**src/core/kdc_defines.svh**
```systemverilog
// Command codes, field positions, reset values and timing counts
`ifndef KDC_DEFINES_SVH
`define KDC_DEFINES_SVH
`define KDC_OP_MODE 3'h0
`define KDC_OP_CLOCK 3'h1
`define KDC_OP_RD_SENS 3'h2
`define KDC_OP_RD_DISP 3'h3
`define KDC_OP_WR_DISP 3'h4
`define KDC_OP_MSB 7
`define KDC_OP_LSB 5
`define KDC_AI_BIT 4
`define KDC_DM_MSB 4
`define KDC_DM_LSB 3
`define KDC_KM_MSB 2
`define KDC_KM_LSB 0
`define KDC_RST_DISP 2'h1
`define KDC_RST_KBD 3'h0
`define KDC_RST_DIV 5'h1F
`define KDC_MIN_DIV 5'h02
`define KDC_FIFO_DEPTH 4'h8
`define KDC_ST_SENSE 6
`define KDC_ST_OVER 5
`define KDC_ST_UNDER 4
`define KDC_ST_FULL 3
`define KDC_INT_RATE_KHZ 100
`define KDC_KEY_SCAN_US 5100
`define KDC_DEBOUNCE_US 10300
`define KDC_KEY_ROWS 8
`define KDC_ROW_TICKS ((`KDC_KEY_SCAN_US * `KDC_INT_RATE_KHZ) / (1000 * `KDC_KEY_ROWS))
`define KDC_DEB_ROWS ((`KDC_DEBOUNCE_US * `KDC_INT_RATE_KHZ) / (1000 * `KDC_ROW_TICKS))
`endif

```
**src/core/kdc_pkg.sv**
```systemverilog
// Types shared by the keyboard/display scan controller
package kdc_pkg;
  typedef struct packed {
    logic cs_n;
    logic buffer_address_select;
    logic rd_n;
    logic wr_n;
    logic [7:0] data;
  } kdc_host_bus_t;

  typedef enum logic [2:0] {
    KEY_IDLE = 3'b001,
    KEY_BOUNCE = 3'b010,
    KEY_HELD = 3'b100
  } kdc_key_st_t;

  typedef struct packed {
    logic wr_n_p;
    logic rd_n_p;
    logic stb_p;
    logic [1:0] display_mode_field;
    logic [2:0] keyboard_mode_field;
    logic [4:0] div;
    logic [4:0] pre_cnt;
    logic [5:0] row_tick;
    logic [3:0] scan;
    logic blank;
    kdc_key_st_t key_st;
    logic [4:0] deb_cnt;
    logic [2:0] key_row;
    logic [2:0] key_col;
    logic [7:0][7:0] fifo;
    logic [2:0] wp;
    logic [2:0] rp;
    logic [3:0] cnt;
    logic err_over;
    logic err_under;
    logic sense_chg;
    logic [2:0] srow;
    logic ai_sens;
    logic rd_disp;
    logic [3:0] daddr;
    logic ai_disp;
    logic [15:0][7:0] dram;
    logic [1:0][7:0] buf_data;
    logic [1:0] buf_n;
    logic [7:0] dout;
    logic irq;
  } kdc_state_t;
endpackage

```
**src/core/kdc_top.sv**
```systemverilog
// Keyboard/display scan controller with host command port
`timescale 1ns/10ps
`include "kdc_defines.svh"
module kdc_top #(
  parameter int ROW_TICKS = `KDC_ROW_TICKS,
  parameter int DEB_ROWS = `KDC_DEB_ROWS
) (
  input wire logic clk_i,
  input wire logic rst_n_i,
  input wire logic ce_i,
  input wire kdc_pkg::kdc_host_bus_t host_bus_i,
  output logic [7:0] host_data_bus_o,
  output logic host_data_bus_oe_o,
  output logic irq_o,
  output logic [3:0] scan_lines_o,
  input wire logic [7:0] return_lines_i,
  input wire logic shift_i,
  input wire logic control_strobe_input_i,
  output logic [3:0] display_nibble_a_o,
  output logic [3:0] display_nibble_b_o,
  output logic display_blank_out_o
);
  import kdc_pkg::*;

  kdc_state_t q;
  kdc_state_t d;

  function automatic logic [2:0] low_zero(input logic [7:0] v);
    logic [2:0] r;
    r = 3'h0;
    for (int i = 7; i >= 0; i--) begin
      if (!v[i]) begin
        r = 3'(i);
      end
    end
    return r;
  endfunction

  logic sel;
  logic wr_rise;
  logic rd_fall;
  logic rd_rise;
  logic decoded;
  logic sensor;
  logic strobed;
  logic keyb;
  logic [4:0] div_eff;
  logic tick;
  logic row_end;
  logic [3:0] last;
  logic [2:0] krow;
  logic pop;
  logic push;
  logic [7:0] push_data;
  logic [7:0] cmd;
  logic inc;
  logic dec;

  always_comb begin
    d = q;
    cmd = host_bus_i.data;
    sel = !host_bus_i.cs_n;
    wr_rise = sel && !q.wr_n_p && host_bus_i.wr_n;
    rd_fall = sel && q.rd_n_p && !host_bus_i.rd_n;
    rd_rise = sel && !q.rd_n_p && host_bus_i.rd_n;
    d.wr_n_p = host_bus_i.wr_n;
    d.rd_n_p = host_bus_i.rd_n;
    d.stb_p = control_strobe_input_i;
    decoded = q.keyboard_mode_field[0];
    sensor = q.keyboard_mode_field[2:1] == 2'h2;
    strobed = q.keyboard_mode_field[2:1] == 2'h3;
    keyb = !q.keyboard_mode_field[2];
    inc = 1'b0;
    dec = 1'b0;
    push = 1'b0;
    push_data = 8'h00;
    pop = 1'b0;

    // Prescaler and scan timing chain
    div_eff = (q.div < `KDC_MIN_DIV) ? `KDC_MIN_DIV : q.div;
    tick = q.pre_cnt >= div_eff - 5'h01;
    d.pre_cnt = tick ? 5'h00 : q.pre_cnt + 5'h01;
    row_end = tick && (q.row_tick == 6'(ROW_TICKS - 1));
    // Decoded keyboard caps the display at four digits
    last = decoded ? 4'h3 : (q.display_mode_field[0] ? 4'hF : 4'h7);
    krow = decoded ? {1'b0, q.scan[1:0]} : q.scan[2:0];
    if (tick) begin
      d.row_tick = row_end ? 6'h00 : q.row_tick + 6'h01;
      d.blank = row_end;
    end
    if (row_end) begin
      d.scan = (q.scan >= last) ? 4'h0 : q.scan + 4'h1;
    end

    // Host bus: status, data read, data write, commands
    if (rd_fall) begin
      if (host_bus_i.buffer_address_select) begin
        d.dout = {1'b0, q.sense_chg, q.err_over, q.err_under,
                  q.cnt == `KDC_FIFO_DEPTH, q.cnt[2:0]};
      end else if (q.rd_disp) begin
        d.dout = q.dram[q.daddr];
      end else if (sensor) begin
        d.dout = q.fifo[q.srow];
      end else begin
        d.dout = q.fifo[q.rp];
      end
    end
    if (rd_rise && host_bus_i.buffer_address_select) begin
      // Reading status acknowledges the error flags
      d.err_over = 1'b0;
      d.err_under = 1'b0;
    end
    if (rd_rise && !host_bus_i.buffer_address_select) begin
      if (q.rd_disp) begin
        if (q.ai_disp) begin
          d.daddr = q.daddr + 4'h1;
        end
      end else if (sensor) begin
        d.sense_chg = 1'b0;
        if (q.ai_sens) begin
          d.srow = q.srow + 3'h1;
        end
      end else if (q.cnt == 4'h0) begin
        d.err_under = 1'b1;
      end else begin
        pop = 1'b1;
        dec = 1'b1;
        d.rp = q.rp + 3'h1;
      end
    end
    if (wr_rise && host_bus_i.buffer_address_select) begin
      case (cmd[`KDC_OP_MSB:`KDC_OP_LSB])
        `KDC_OP_MODE: begin
          d.display_mode_field = cmd[`KDC_DM_MSB:`KDC_DM_LSB];
          d.keyboard_mode_field = cmd[`KDC_KM_MSB:`KDC_KM_LSB];
        end
        `KDC_OP_CLOCK: begin
          d.div = cmd[4:0];
        end
        `KDC_OP_RD_SENS: begin
          d.rd_disp = 1'b0;
          d.ai_sens = cmd[`KDC_AI_BIT];
          d.srow = cmd[2:0];
        end
        `KDC_OP_RD_DISP: begin
          d.rd_disp = 1'b1;
          d.ai_disp = cmd[`KDC_AI_BIT];
          d.daddr = cmd[3:0];
        end
        `KDC_OP_WR_DISP: begin
          d.ai_disp = cmd[`KDC_AI_BIT];
          d.daddr = cmd[3:0];
        end
        default: begin
        end
      endcase
    end else if (wr_rise) begin
      d.dram[q.daddr] = cmd;
      if (q.ai_disp) begin
        d.daddr = q.daddr + 4'h1;
      end
    end

    // Key debounce; lockout and rollover both queue one key at a time
    if (row_end && keyb) begin
      case (q.key_st)
        KEY_IDLE: begin
          if (~&return_lines_i) begin
            d.key_row = krow;
            d.key_col = low_zero(return_lines_i);
            d.deb_cnt = 5'h00;
            d.key_st = KEY_BOUNCE;
          end
        end
        KEY_BOUNCE: begin
          if (q.deb_cnt != 5'(DEB_ROWS)) begin
            d.deb_cnt = q.deb_cnt + 5'h01;
          end else if (krow == q.key_row) begin
            if (!return_lines_i[q.key_col]) begin
              push = 1'b1;
              push_data = {control_strobe_input_i, shift_i, q.key_row, q.key_col};
              d.key_st = KEY_HELD;
            end else begin
              d.key_st = KEY_IDLE;
            end
          end
        end
        KEY_HELD: begin
          if (krow == q.key_row && return_lines_i[q.key_col]) begin
            d.key_st = KEY_IDLE;
          end
        end
        default: begin
          d.key_st = KEY_IDLE;
        end
      endcase
    end
    if (strobed && control_strobe_input_i && !q.stb_p) begin
      push = 1'b1;
      push_data = return_lines_i;
    end
    if (row_end && sensor) begin
      if (q.fifo[krow] != return_lines_i) begin
        d.sense_chg = 1'b1;
      end
      d.fifo[krow] = return_lines_i;
    end

    // Two-entry buffer; drain stalls during a FIFO pop
    if (q.buf_n != 2'h0 && !pop) begin
      if (q.cnt == `KDC_FIFO_DEPTH) begin
        d.err_over = 1'b1;
      end else begin
        d.fifo[q.wp] = q.buf_data[0];
        d.wp = q.wp + 3'h1;
        inc = 1'b1;
      end
      d.buf_data[0] = q.buf_data[1];
      d.buf_n = q.buf_n - 2'h1;
    end
    if (push) begin
      if (d.buf_n == 2'h2) begin
        d.err_over = 1'b1;
      end else begin
        d.buf_data[d.buf_n[0]] = push_data;
        d.buf_n = d.buf_n + 2'h1;
      end
    end
    d.cnt = q.cnt + {3'h0, inc} - {3'h0, dec};
    if (sensor) begin
      d.irq = d.sense_chg;
    end else begin
      // Dropped for the read strobe, so a remaining entry shows a new edge
      d.irq = (d.cnt != 4'h0) && !(sel && !host_bus_i.rd_n
              && !host_bus_i.buffer_address_select && !q.rd_disp);
    end
  end

  always_ff @(posedge clk_i) begin
    if (!rst_n_i) begin
      q <= '0;
      q.wr_n_p <= 1'b1;
      q.rd_n_p <= 1'b1;
      q.stb_p <= 1'b1;
      q.display_mode_field <= `KDC_RST_DISP;
      q.keyboard_mode_field <= `KDC_RST_KBD;
      q.div <= `KDC_RST_DIV;
      q.key_st <= KEY_IDLE;
    end else if (ce_i) begin
      q <= d;
    end
  end

  assign host_data_bus_o = q.dout;
  assign host_data_bus_oe_o = !host_bus_i.cs_n && !host_bus_i.rd_n;
  assign irq_o = q.irq;
  assign scan_lines_o = q.keyboard_mode_field[0] ? ~(4'h1 << q.scan[1:0]) : q.scan;
  assign display_nibble_a_o = q.dram[q.scan][7:4];
  assign display_nibble_b_o = q.dram[q.scan][3:0];
  assign display_blank_out_o = q.blank;
endmodule

```
**config.mk**
```make
export PLATFORM = sky130hd
export DESIGN_NAME = kdc_top
export DESIGN_NICKNAME = d
export VERILOG_FILES = /design/src/core/kdc_pkg.sv /design/src/core/kdc_top.sv
export VERILOG_INCLUDE_DIRS = /design/src /design/src/core
export SDC_FILE = /design/constraint.sdc
export NUM_CORES = 1
export LEC_CHECK = 0
export CORE_MARGIN = 4
export CORE_UTILIZATION = 55
export DETAILED_ROUTE_END_ITERATION = 8
export DONT_BUFFER_PORTS = 1
export GPL_TIMING_DRIVEN = 0
export PLACE_DENSITY = 0.71
export SLEW_MARGIN = 40
export SYNTH_ARGS = -nofsm -noshare
export SYNTH_HDL_FRONTEND = slang
export SYNTH_SLANG_ARGS = --single-unit
export TNS_END_PERCENT = 5
```
**constraint.sdc**
```tcl
create_clock -name clk_i -period 3.9 [get_ports clk_i]
set_input_delay 0.39 -clock clk_i [delete_from_list [all_inputs] [get_ports clk_i]]
set_output_delay 0.39 -clock clk_i [all_outputs]
set_load 0.03 [all_outputs]
```
==> After elaboration in Yosys (flattened, before gate mapping) <==
Cells that the tools add are included.
{ "word_totals": {"word_cells": 267, "output_inout_bits": 23, "reg_bits": 284} }
{ "classes": {"bitwise": 8, "mux": 99, "n_reduce_logical": 57, "n_eq_ne": 20, "shift": 1, "add_sub_neg": 13, "n_lt_le_gt_ge": 15} }
{ "ops": {"columns": ["operator", "count"], "rows": [
  ["8-bit two-way mux", 18],
  ["67-bit two-way mux", 2],
  ["128-bit bitwise mux", 1],
  ["64-bit bitwise mux", 2],
  ["8-bit binary-select mux with 3-bit select", 3],
  ["8-bit binary-select mux with 4-bit select", 2],
  ["64-bit two-way mux", 1],
  ["8-bit demux with 3-bit select", 2],
  ["4-bit two-way mux", 12],
  ["3-bit two-way mux", 14],
  ["5-bit two-way mux", 7],
  ["8-bit demux with 4-bit select", 1],
  ["10-bit two-way mux", 3],
  ["1-bit logical AND", 24],
  ["3-bit AND reduction", 8],
  ["1-bit two-way mux", 22],
  ["3-bit by 4-bit less-than comparator with 1-bit output, second input constant", 5],
  ["16-bit bitwise mux", 1],
  ["14-bit two-way mux", 1],
  ["5-bit by 1-bit adder with 5-bit output, second input constant", 2],
  ["1-bit logical NOT", 10],
  ["4-bit by 5-bit less-than comparator with 1-bit output, second input constant", 2],
  ["2-bit != test, second input constant", 5],
  ["5-bit one-hot mux with 2 select lines", 1],
  ["43 further kinds", 64]
]} }

==> Depth between registers and ports, before layout <==
Gate-level depths: netlist (run 1).
{ "depth": {"ltp_word": 15, "depth_mapped": 16, "ltp_nobuf": 15} }

==> Worst setup path after synthesis (run 1) <==
OpenSTA, ideal clock, no wires.
{ "synth_path": {"path_type": "register to register", "startpoint": "register q[276] (netlist bit)", "endpoint": "register q[205] (netlist bit)", "synth_period_minus_slack_ps": 3288, "path_buffers": 0, "setup_time_ps": 119, "path_stages_with_launch": 12, "required_time_ps": 3781, "setup_slack_ps": 612, "arrival_ps": 3169, "path_cell_list": "dfxtp_1 > o41ai_1 > ha_1 > nand2_1 > xor2_1 > ha_1 > and2_1 > nor3b_1 > a21oi_2 > nor4_2 > a31oi_1 > o221a_2"} }
{ "synth_between": {"elab_chain_cells": 10} }
{ "synth_lines": {"columns": ["item", "line", "source"], "rows": [
  ["start, declared", "kdc_top.sv:25", "kdc_state_t q;"],
  ["5-bit by 2-bit less-than comparator with 1-bit output (no source line)", null, null],
  ["5-bit two-way mux *", "kdc_top.sv:80", "div_eff = (q.div < `KDC_MIN_DIV) ? `KDC_MIN_DIV : q.div;"],
  ["5-bit by 1-bit subtractor with 5-bit output *", "kdc_top.sv:81", "tick = q.pre_cnt >= div_eff - 5'h01;"],
  ["5-bit >= comparator *", "kdc_top.sv:81", null],
  ["1-bit logical AND *", "kdc_top.sv:83", "row_end = tick && (q.row_tick == 6'(ROW_TICKS - 1));"],
  ["1-bit logical AND *", "kdc_top.sv:202", "if (row_end && sensor) begin"],
  ["64-bit two-way mux *", "kdc_top.sv:202", null],
  ["64-bit bitwise mux", "kdc_top.sv:214", "d.fifo[q.wp] = q.buf_data[0];"],
  ["67-bit two-way mux", "kdc_top.sv:211", "if (q.cnt == `KDC_FIFO_DEPTH) begin"],
  ["67-bit two-way mux *", "kdc_top.sv:210", "if (q.buf_n != 2'h0 && !pop) begin"]
]} }
Mark *: on every way between the ends. The rest lies on a longest branch, timed or not.
A chain may end at the register's enable or synchronous reset.

==> Worst setup path in the final report (run 1) <==
{ "layout_path": {"startpoint": "register q[258] (netlist bit)", "endpoint": "output port display_nibble_a_o[1]"} }
{ "layout_between": {"elab_chain_cells": 2} }
{ "layout_lines": {"columns": ["item", "line", "source"], "rows": [
  ["8-bit binary-select mux with 4-bit select", "kdc_top.sv:258", "assign display_nibble_a_o = q.dram[q.scan][7:4];"],
  ["8-bit two-way mux", null, null],
  ["end, declared", "kdc_top.sv:19", "output logic [3:0] display_nibble_a_o,"]
]} }
No other way between the ends. The select of a mux whose other input is x is not followed.

==> results of run 1 <==
## routing by layer
layer	vias up	part of all wire, %	wire length [um]
met3	273	9.8	6147
met5	-	0	0
li1	6996	-	-
met1	7682	37	23180
met2	984	46	28520
met4	0	7.5	4676
## layout by cell type, fill, tap and decap left out, types with 16 or more instances in the layout
| cell | Yosys | layout |
|---|---|---|
| o2bb2ai_1 | 26 | 26 |
| inv_1 | 30 | 30 |
| buf_2 | 14 | 19 |
| clkbuf_16 | 0 | 35 |
| nand3_1 | 125 | 125 |
| clkbuf_1 | 123 | 124 |
| ha_1 | 34 | 34 |
| mux2_2 | 16 | 16 |
| o21ai_0 | 65 | 65 |
| a21oi_1 | 172 | 170 |
| nor2b_1 | 18 | 18 |
| mux2i_1 | 98 | 98 |
| o221a_2 | 34 | 34 |
| nor2_1 | 155 | 154 |
| nand4_1 | 17 | 17 |
| dfxtp_1 | 284 | 284 |
| mux4_2 | 122 | 122 |
| nor3_1 | 37 | 35 |
| nand2_1 | 237 | 237 |
| xnor2_1 | 19 | 19 |
## path summary, 6_finish.rpt
kind,start,end,cells past startpoint
max reg2reg,q[170],irq_o,16
max,q[258],display_nibble_a_o[1],4
min reg2reg,host_data_bus_o[4],host_data_bus_o[4],2
min,control_strobe_input_i,q[26],3
## tightest hold or removal path: cells and delay by family
family / cells / cell delay [ns]
compound gates: 2 / 0.11
simple gates: 1 / 0.10
## power groups by stage
| stage | Clock (mW) | Combinational (mW) | Sequential [mW] |
|---|---|---|---|
| detailed placement | 0 | 0.602 | 3.04 |
| global placement | 0 | 0.591 | 3.04 |
| global route | 3.22 | 0.676 | 2.98 |
| CTS | 3.11 | 0.609 | 2.97 |
| finish | 3.10 | 0.633 | 2.98 |
| floorplan | 0 | 0.413 | 3.02 |
## flip-flops by register name, summed over array words and instances, names as in the netlist
| name | cells |
|---|---|
| decoded | 1 |
| display_blank_out_o | 1 |
| host_data_bus_o | 8 |
| irq_o | 1 |
| q | 273 |
## cell type report
cell class	instances	share of cell area [%]
buffer	168	3.892
clock buffer	51	5.323
tap	396	2.648
multi-input combinational	1385	56.26
clock inverter	7	0.4013
sequential	284	30.39
timing repair buffer	8	0.4013
inverter	34	0.6821
## stage by stage
| step | cells | power, mW | instance area [um2] | setup TNS [ns] |
|---|---|---|---|---|
| 3_5_place_dp | 2270 | 3.640 | 17540 | -0.3713 |
| 4_1_cts | 2330 | 6.689 | 18650 | 0 |
| 2_1_floorplan | 1873 | 3.433 | 16980 | 0 |
| 5_1_grt | 2333 | 6.877 | 18710 | -0.1297 |
| 6_report | 2333 | 6.712 | 18710 | 0 |
| 3_3_place_gp | 2269 | 3.628 | 17470 | -2.311 |
## cell usage after synthesis (all sizes together) (4+ instances only)
cell type / n
dfxtp: 284
nand2: 237
a21oi: 173
nor2: 155
nand3: 125
clkbuf: 123
mux4: 122
mux2i: 98
o21ai: 68
buf: 47
nor3: 38
o221a: 36
ha: 34
inv: 31
o2bb2ai: 26
xnor2: 19
nor2b: 18
nand4: 17
a31oi: 16
mux2: 16
and2: 15
o22ai: 15
a211oi: 13
or3: 13
xor2: 13
nand2b: 11
and3: 9
nor4: 9
o211ai: 8
o311ai: 8
a22oi: 6
nand3b: 6
nor3b: 6
o21a: 6
a221oi: 5
o31ai: 4
## cell families (layout without fill, tap and decap cells)
group | count (synthesis) | in the layout | share of synthesized area (%)
compound gates | 405 | 405 | 15.60
xor+xnor | 32 | 32 | 1.651
fa+ha+maj | 35 | 35 | 2.624
buf+inv | 204 | 268 | 4.945
flops | 284 | 284 | 33.49
mux | 236 | 236 | 23.02
simple gates | 677 | 677 | 18.67
## timing repair
item | in CTS | in global routing
endpoints found under the hold margin | 3 | 0
resized for setup | 5 | 7
setup buffers | 0 | 1
hold buffers | 3 | 0
pin swaps | 0 | 2
endpoints found under the setup margin | 17 | 54
==> impl_metrics.json, run 1 <==
{
  "initial_utilization_pct": 55.65,
  "slew_viol_final": 0,
  "internal-power_mw": 4.903,
  "max_freq_mhz": 259.9,
  "cp-start-kind": "flop",
  "clock_path_buffers": 3,
  "placement.io_buffers": 0,
  "synth_nets": 1933,
  "clock_sinks": 284,
  "hold_slack_ns": 0.1272,
  "dieHeight_um": 183.7,
  "viasPerCell": 6.830,
  "p_clk_share_pct": 46.2,
  "synthDistinctLibCells": 74,
  "yosysWarningCount": 0,
  "critPathMaxStageDelay_ns": 0.75,
  "grt-ovfl-total": 0,
  "cts_tree": "yes",
  "critical_path_class": "reg2out",
  "grt_pass1_wl_um": 94840,
  "h-tree-depth": 2,
  "ir_worst_vdd_v": 0.0003446,
  "busiest_layer": "met2",
  "n_antenna_cell": 0,
  "grt_use_total_pct": 36.56,
  "status": "finished clean",
  "die_width_um": 183.7,
  "design.core.area_um2": 30510,
  "relSlewSlack_pct": 33.27,
  "crit_path_top_delay_cell": "dfxtp_1",
  "pwr-share-seq_pct": 44.3,
  "vias": 15935,
  "cts_made_buffers": 35,
  "cts_root_buffer": "clkbuf_16",
  "clk_latency_ns": 0.54,
  "synth_area_per_cell_um2": 9.064,
  "fillers": 2666,
  "use_met2_pct": 57.95,
  "final_util_pct": 61.32,
  "die_area_um2": 33740,
  "end_kind": "output port",
  "switching_share_pct": 26.94,
  "p_switching_mw": 1.808,
  "yosysTopAreaCell": "dfxtp_1",
  "hold_viol": 0,
  "use_met3_pct": 8.152,
  "crit_top_cell": "mux4_2",
  "layout.nets": 1976,
  "async_flop_share_pct": 0,
  "pin_count": 48,
  "worst_pin_slew_ns": 1.001,
  "finalCritPeriodShare_pct": 98.64,
  "setup_slack_ns": 0.05285,
  "hp-class": "in2reg",
  "p_leak_nw": 6.420,
  "path_max_fanout": 19,
  "clk_pin_slew_worst_paths_ns": 0.06,
  "critPathArrivalTime_ns": 3.46,
  "drtPass1Iterations": 6,
  "reg2reg_slack_ns": 0.15,
  "layout-drive-gt1-share_pct": 14.92,
  "synthToLayoutAreaGrowth_pct": 10.20,
  "wl_per_cell_um": 26.80,
  "p_per_area_nw_per_um2": 358.7,
  "comb_power_share_pct": 9.4,
  "synth_area_leaders": "dfxtp_1 (33%), mux4_2 (16%), mux2i_1 (5.8%)",
  "syn_area_um2": 16980,
  "cap_violations": 0,
  "seqCellArea_um2": 5685,
  "period_minus_slack_ns": 3.847,
  "synth_edf_count": 0,
  "grt_max_degree": 20,
  "crit_chain": "buf_4, clkbuf_1, mux4_2, mux4_2",
  "yosysTopAreaCellShare_pct": 33.49,
  "synth_cells": 1873,
  "critPathTopFamily": "buffers and inverters",
  "required_ns": 3.51,
  "use_met1_pct": 45.52,
  "synth_seq_cells": 284,
  "multi_input_area_um2": 10530,
  "pre_cts_ws_ns": -0.08333,
  "fin_skew_ns": 0.02927,
  "wl_um": 62520,
  "setup-violations-final": 0,
  "grt_pass1_vias": 15539,
  "dp.final_hpwl_um": 45720,
  "antenna_found_initial": 0,
  "worst-path-buf-inv": 2,
  "std_cell_rows": 64,
  "gp_congestion": 1.028,
  "synth_ff_type": "dfxtp_1",
  "seq_area_frac_synth_pct": 33.49,
  "drc": 0,
  "rsz0062_at_grt": "yes",
  "drt_iter0_markers": 1956,
  "antenna_left": 0
}
No activity file was read; power rests on OpenSTA's default activity.
==> run 2, diff against run 1 <==
ABC_AREA = 1   (was not set)
HOLD_SLACK_MARGIN = 0.08   (was not set)
==> impl_metrics.json, run 2 <==
{
  "vias": 21129,
  "clock_path_buffers": 3,
  "path_max_fanout": 10,
  "p_leak_nw": 7.582,
  "final_cell_mix": "o21ai_0 (549), a21oi_1 (438), nand2_1 (386)",
  "cts_made_buffers": 31,
  "reg2reg_slack_ns": 0.39,
  "setup-violations-final": 1,
  "critPathArrivalTime_ns": 3.52,
  "antenna_left": 0,
  "synth_seq_cells": 284,
  "drt_iter0_markers": 2949,
  "reg2reg_depth": 20,
  "layout_commonest_cell": "o21ai_0",
  "critical_path.endpoint": "display_nibble_b_o[0]",
  "synth_xor_area_share_pct": 0.9894,
  "muxShareOfSynthArea_pct": 0,
  "seq_area_frac_synth_pct": 31.89,
  "largest-register": "q",
  "gp_congestion": 1.096,
  "multi_input_area_um2": 10220,
  "instances_no_fill": 3253,
  "violations": "negative setup slack",
  "critical_path_class": "reg2out",
  "clk_pin_slew_worst_paths_ns": 0.06,
  "slew_viol_final": 0,
  "yosysTopAreaCellShare_pct": 31.89,
  "syn_area_um2": 17830,
  "synth_area_leaders": "dfxtp_1 (32%), o21ai_0 (16%), a21oi_1 (12%)",
  "p_per_area_nw_per_um2": 344.7,
  "yosysTopAreaCell": "dfxtp_1",
  "end_kind": "output port",
  "period_minus_slack_ns": 3.906,
  "synth_common_cells": "o21ai_0 (553), a21oi_1 (438), nand2_1 (386)",
  "die_area_um2": 35360,
  "grt_pass1_wl_um": 119200,
  "placement.io_buffers": 0,
  "synth_compound_area_share_pct": 32.72,
  "layout-drive-gt1-share_pct": 7.029,
  "wl_per_cell_um": 24.76,
  "dpl_cell_area_um2": 18380,
  "dieHeight_um": 188.1,
  "hold_viol": 0,
  "final_util_pct": 61.51,
  "cp-start-kind": "flop",
  "max_freq_mhz": 256.0,
  "rsz0062_at_grt": "no",
  "r2r-start": "q[170]",
  "synth_area_per_cell_um2": 6.493,
  "clock_sinks": 284,
  "status": "finished, violations left",
  "design.core.area_um2": 31800,
  "worst_pin_slew_ns": 0.8939,
  "stdcell_area_um2": 19560,
  "ir_worst_vdd_v": 0.0004766,
  "grt_pass1_vias": 19553,
  "r2r_end": "irq_o",
  "cts_root_buffer": "clkbuf_16",
  "synthAdderAreaFrac_pct": 2.498,
  "largest_reg_flops": 273,
  "synth_cells": 2746,
  "synthDistinctLibCells": 57,
  "grt-ovfl-total": 0,
  "relSlewSlack_pct": 40.41,
  "dpl.cell_count": 3181,
  "fin_skew_ns": 0.02770,
  "fillers": 3019,
  "yosys.cell_count.top_type": "o21ai_0",
  "total_power_mw": 6.743,
  "synthToLayoutAreaGrowth_pct": 9.691,
  "cts_tree": "yes",
  "async_flop_share_pct": 0,
  "synth_edf_count": 0,
  "wl_um": 80550,
  "post_cts_buffers": 0,
  "antenna_found_initial": 2,
  "viasPerCell": 6.495,
  "critPathLaunch": "q[257]",
  "hp-class": "in2reg",
  "dp.final_hpwl_um": 58880,
  "finalCritPeriodShare_pct": 100.2,
  "drc": 0,
  "clk_latency_ns": 0.63,
  "synth_top_family_by_area": "compound AO/OA/AOI/OAI gates",
  "synth_nets": 2806,
  "drtPass1Iterations": 8,
  "setup_slack_ns": -0.006380,
  "grt_use_total_pct": 43.53,
  "yosysWarningCount": 0,
  "seqCellArea_um2": 5685,
  "grt_max_degree": 17,
  "initial_utilization_pct": 56.07,
  "cap_violations": 0,
  "die_width_um": 188.1,
  "h-tree-depth": 1,
  "pin_count": 48,
  "layout.nets": 2853,
  "synth_ff_type": "dfxtp_1",
  "std_cell_rows": 65,
  "synth-simple-area-share_pct": 21.07,
  "required_ns": 3.51
}
-- run 2: per-layer routing --
| layer | vias up | share of wire, % | GRT usage [%] |
|---|---|---|---|
| met5 | - | 0 | 0 |
| met4 | 0 | 11 | 36.62 |
| met3 | 485 | 11 | 9.084 |
| met2 | 1607 | 43 | 67.76 |
| met1 | 9612 | 35 | 51.28 |
| li1 | 9425 | - | - |
-- run 2: worst min-delay path by stage --
stage                                 startpoint      to  slack [ns]  cells after the start
final                     control_strobe_input_i   q[26]         0.1                      3
after global routing      control_strobe_input_i   q[26]        0.11                      3
after global placement                    q[284]  q[284]        0.44                      2
after CTS                 control_strobe_input_i   q[26]        0.09                      3
after detailed placement                   q[25]   q[25]        0.45                      2
after floorplan                           q[282]  q[282]        0.43                      2
-- run 2: logic make-up (layout without fill, tap and decap cells) --
| family | Yosys count | count (layout) |
|---|---|---|
| AOI/OAI and AO/OA | 1114 | 1114 |
| and+or+nand+nor | 844 | 844 |
| buffers and inverters | 451 | 522 |
| xor gates and xnor gates | 18 | 18 |
| DFF | 284 | 284 |
| adders and majority gates | 35 | 35 |
| other | 0 | 1 |
-- run 2: per-stage QoR --
step / setup slack [ns] / hold WS [ns] / TNS (ns)
after floorplan: 0.9173 / 0.4296 / 0
after global placement: 0.5238 / 0.4428 / 0
after detailed placement: 0.4378 / 0.4534 / 0
after CTS: 0.05376 / 0.08851 / 0
after global routing: 0.03322 / 0.1131 / 0
final: -0.006380 / 0.09656 / -0.006380
-- run 2: area by class of cell --
| class | instances | area share [%] |
|---|---|---|
| inverter | 251 | 4.964 |
| antenna | 1 | 0.01279 |
| sequential | 284 | 29.07 |
| clock inverter | 13 | 0.7485 |
| clock buffer | 44 | 4.523 |
| tap | 435 | 2.783 |
| timing repair buffer | 14 | 0.7165 |
| buffer | 200 | 4.945 |
| multi-input combinational | 2011 | 52.24 |
-- run 2: power breakdown --
| group | internal [mW] | switching, mW | total (mW) |
|---|---|---|---|
| sequential | 2.94 | 0.0455 | 2.99 |
| combinational | 0.175 | 0.512 | 0.686 |
| clock | 1.72 | 1.35 | 3.07 |
| total | 4.83 | 1.91 | 6.74 |
-- run 2: critical path, cell delays in order, from the launching register on --
cell and delay, ns:
dfxtp_1 0.35, inv_1 0.12, buf_4 0.19, buf_2 0.29
buf_4 0.27, clkbuf_1 0.67, nor2_1 0.08, o21ai_0 0.37
o221ai_1 0.20, nand2_1 0.34
-- run 2: what timing repair did --
action / 4_1_cts / 5_1_grt
setup endpoints to repair: 0 / 3
hold buffers: 14 / 0
resized for setup: 0 / 3
hold endpoints to repair: 32 / 0
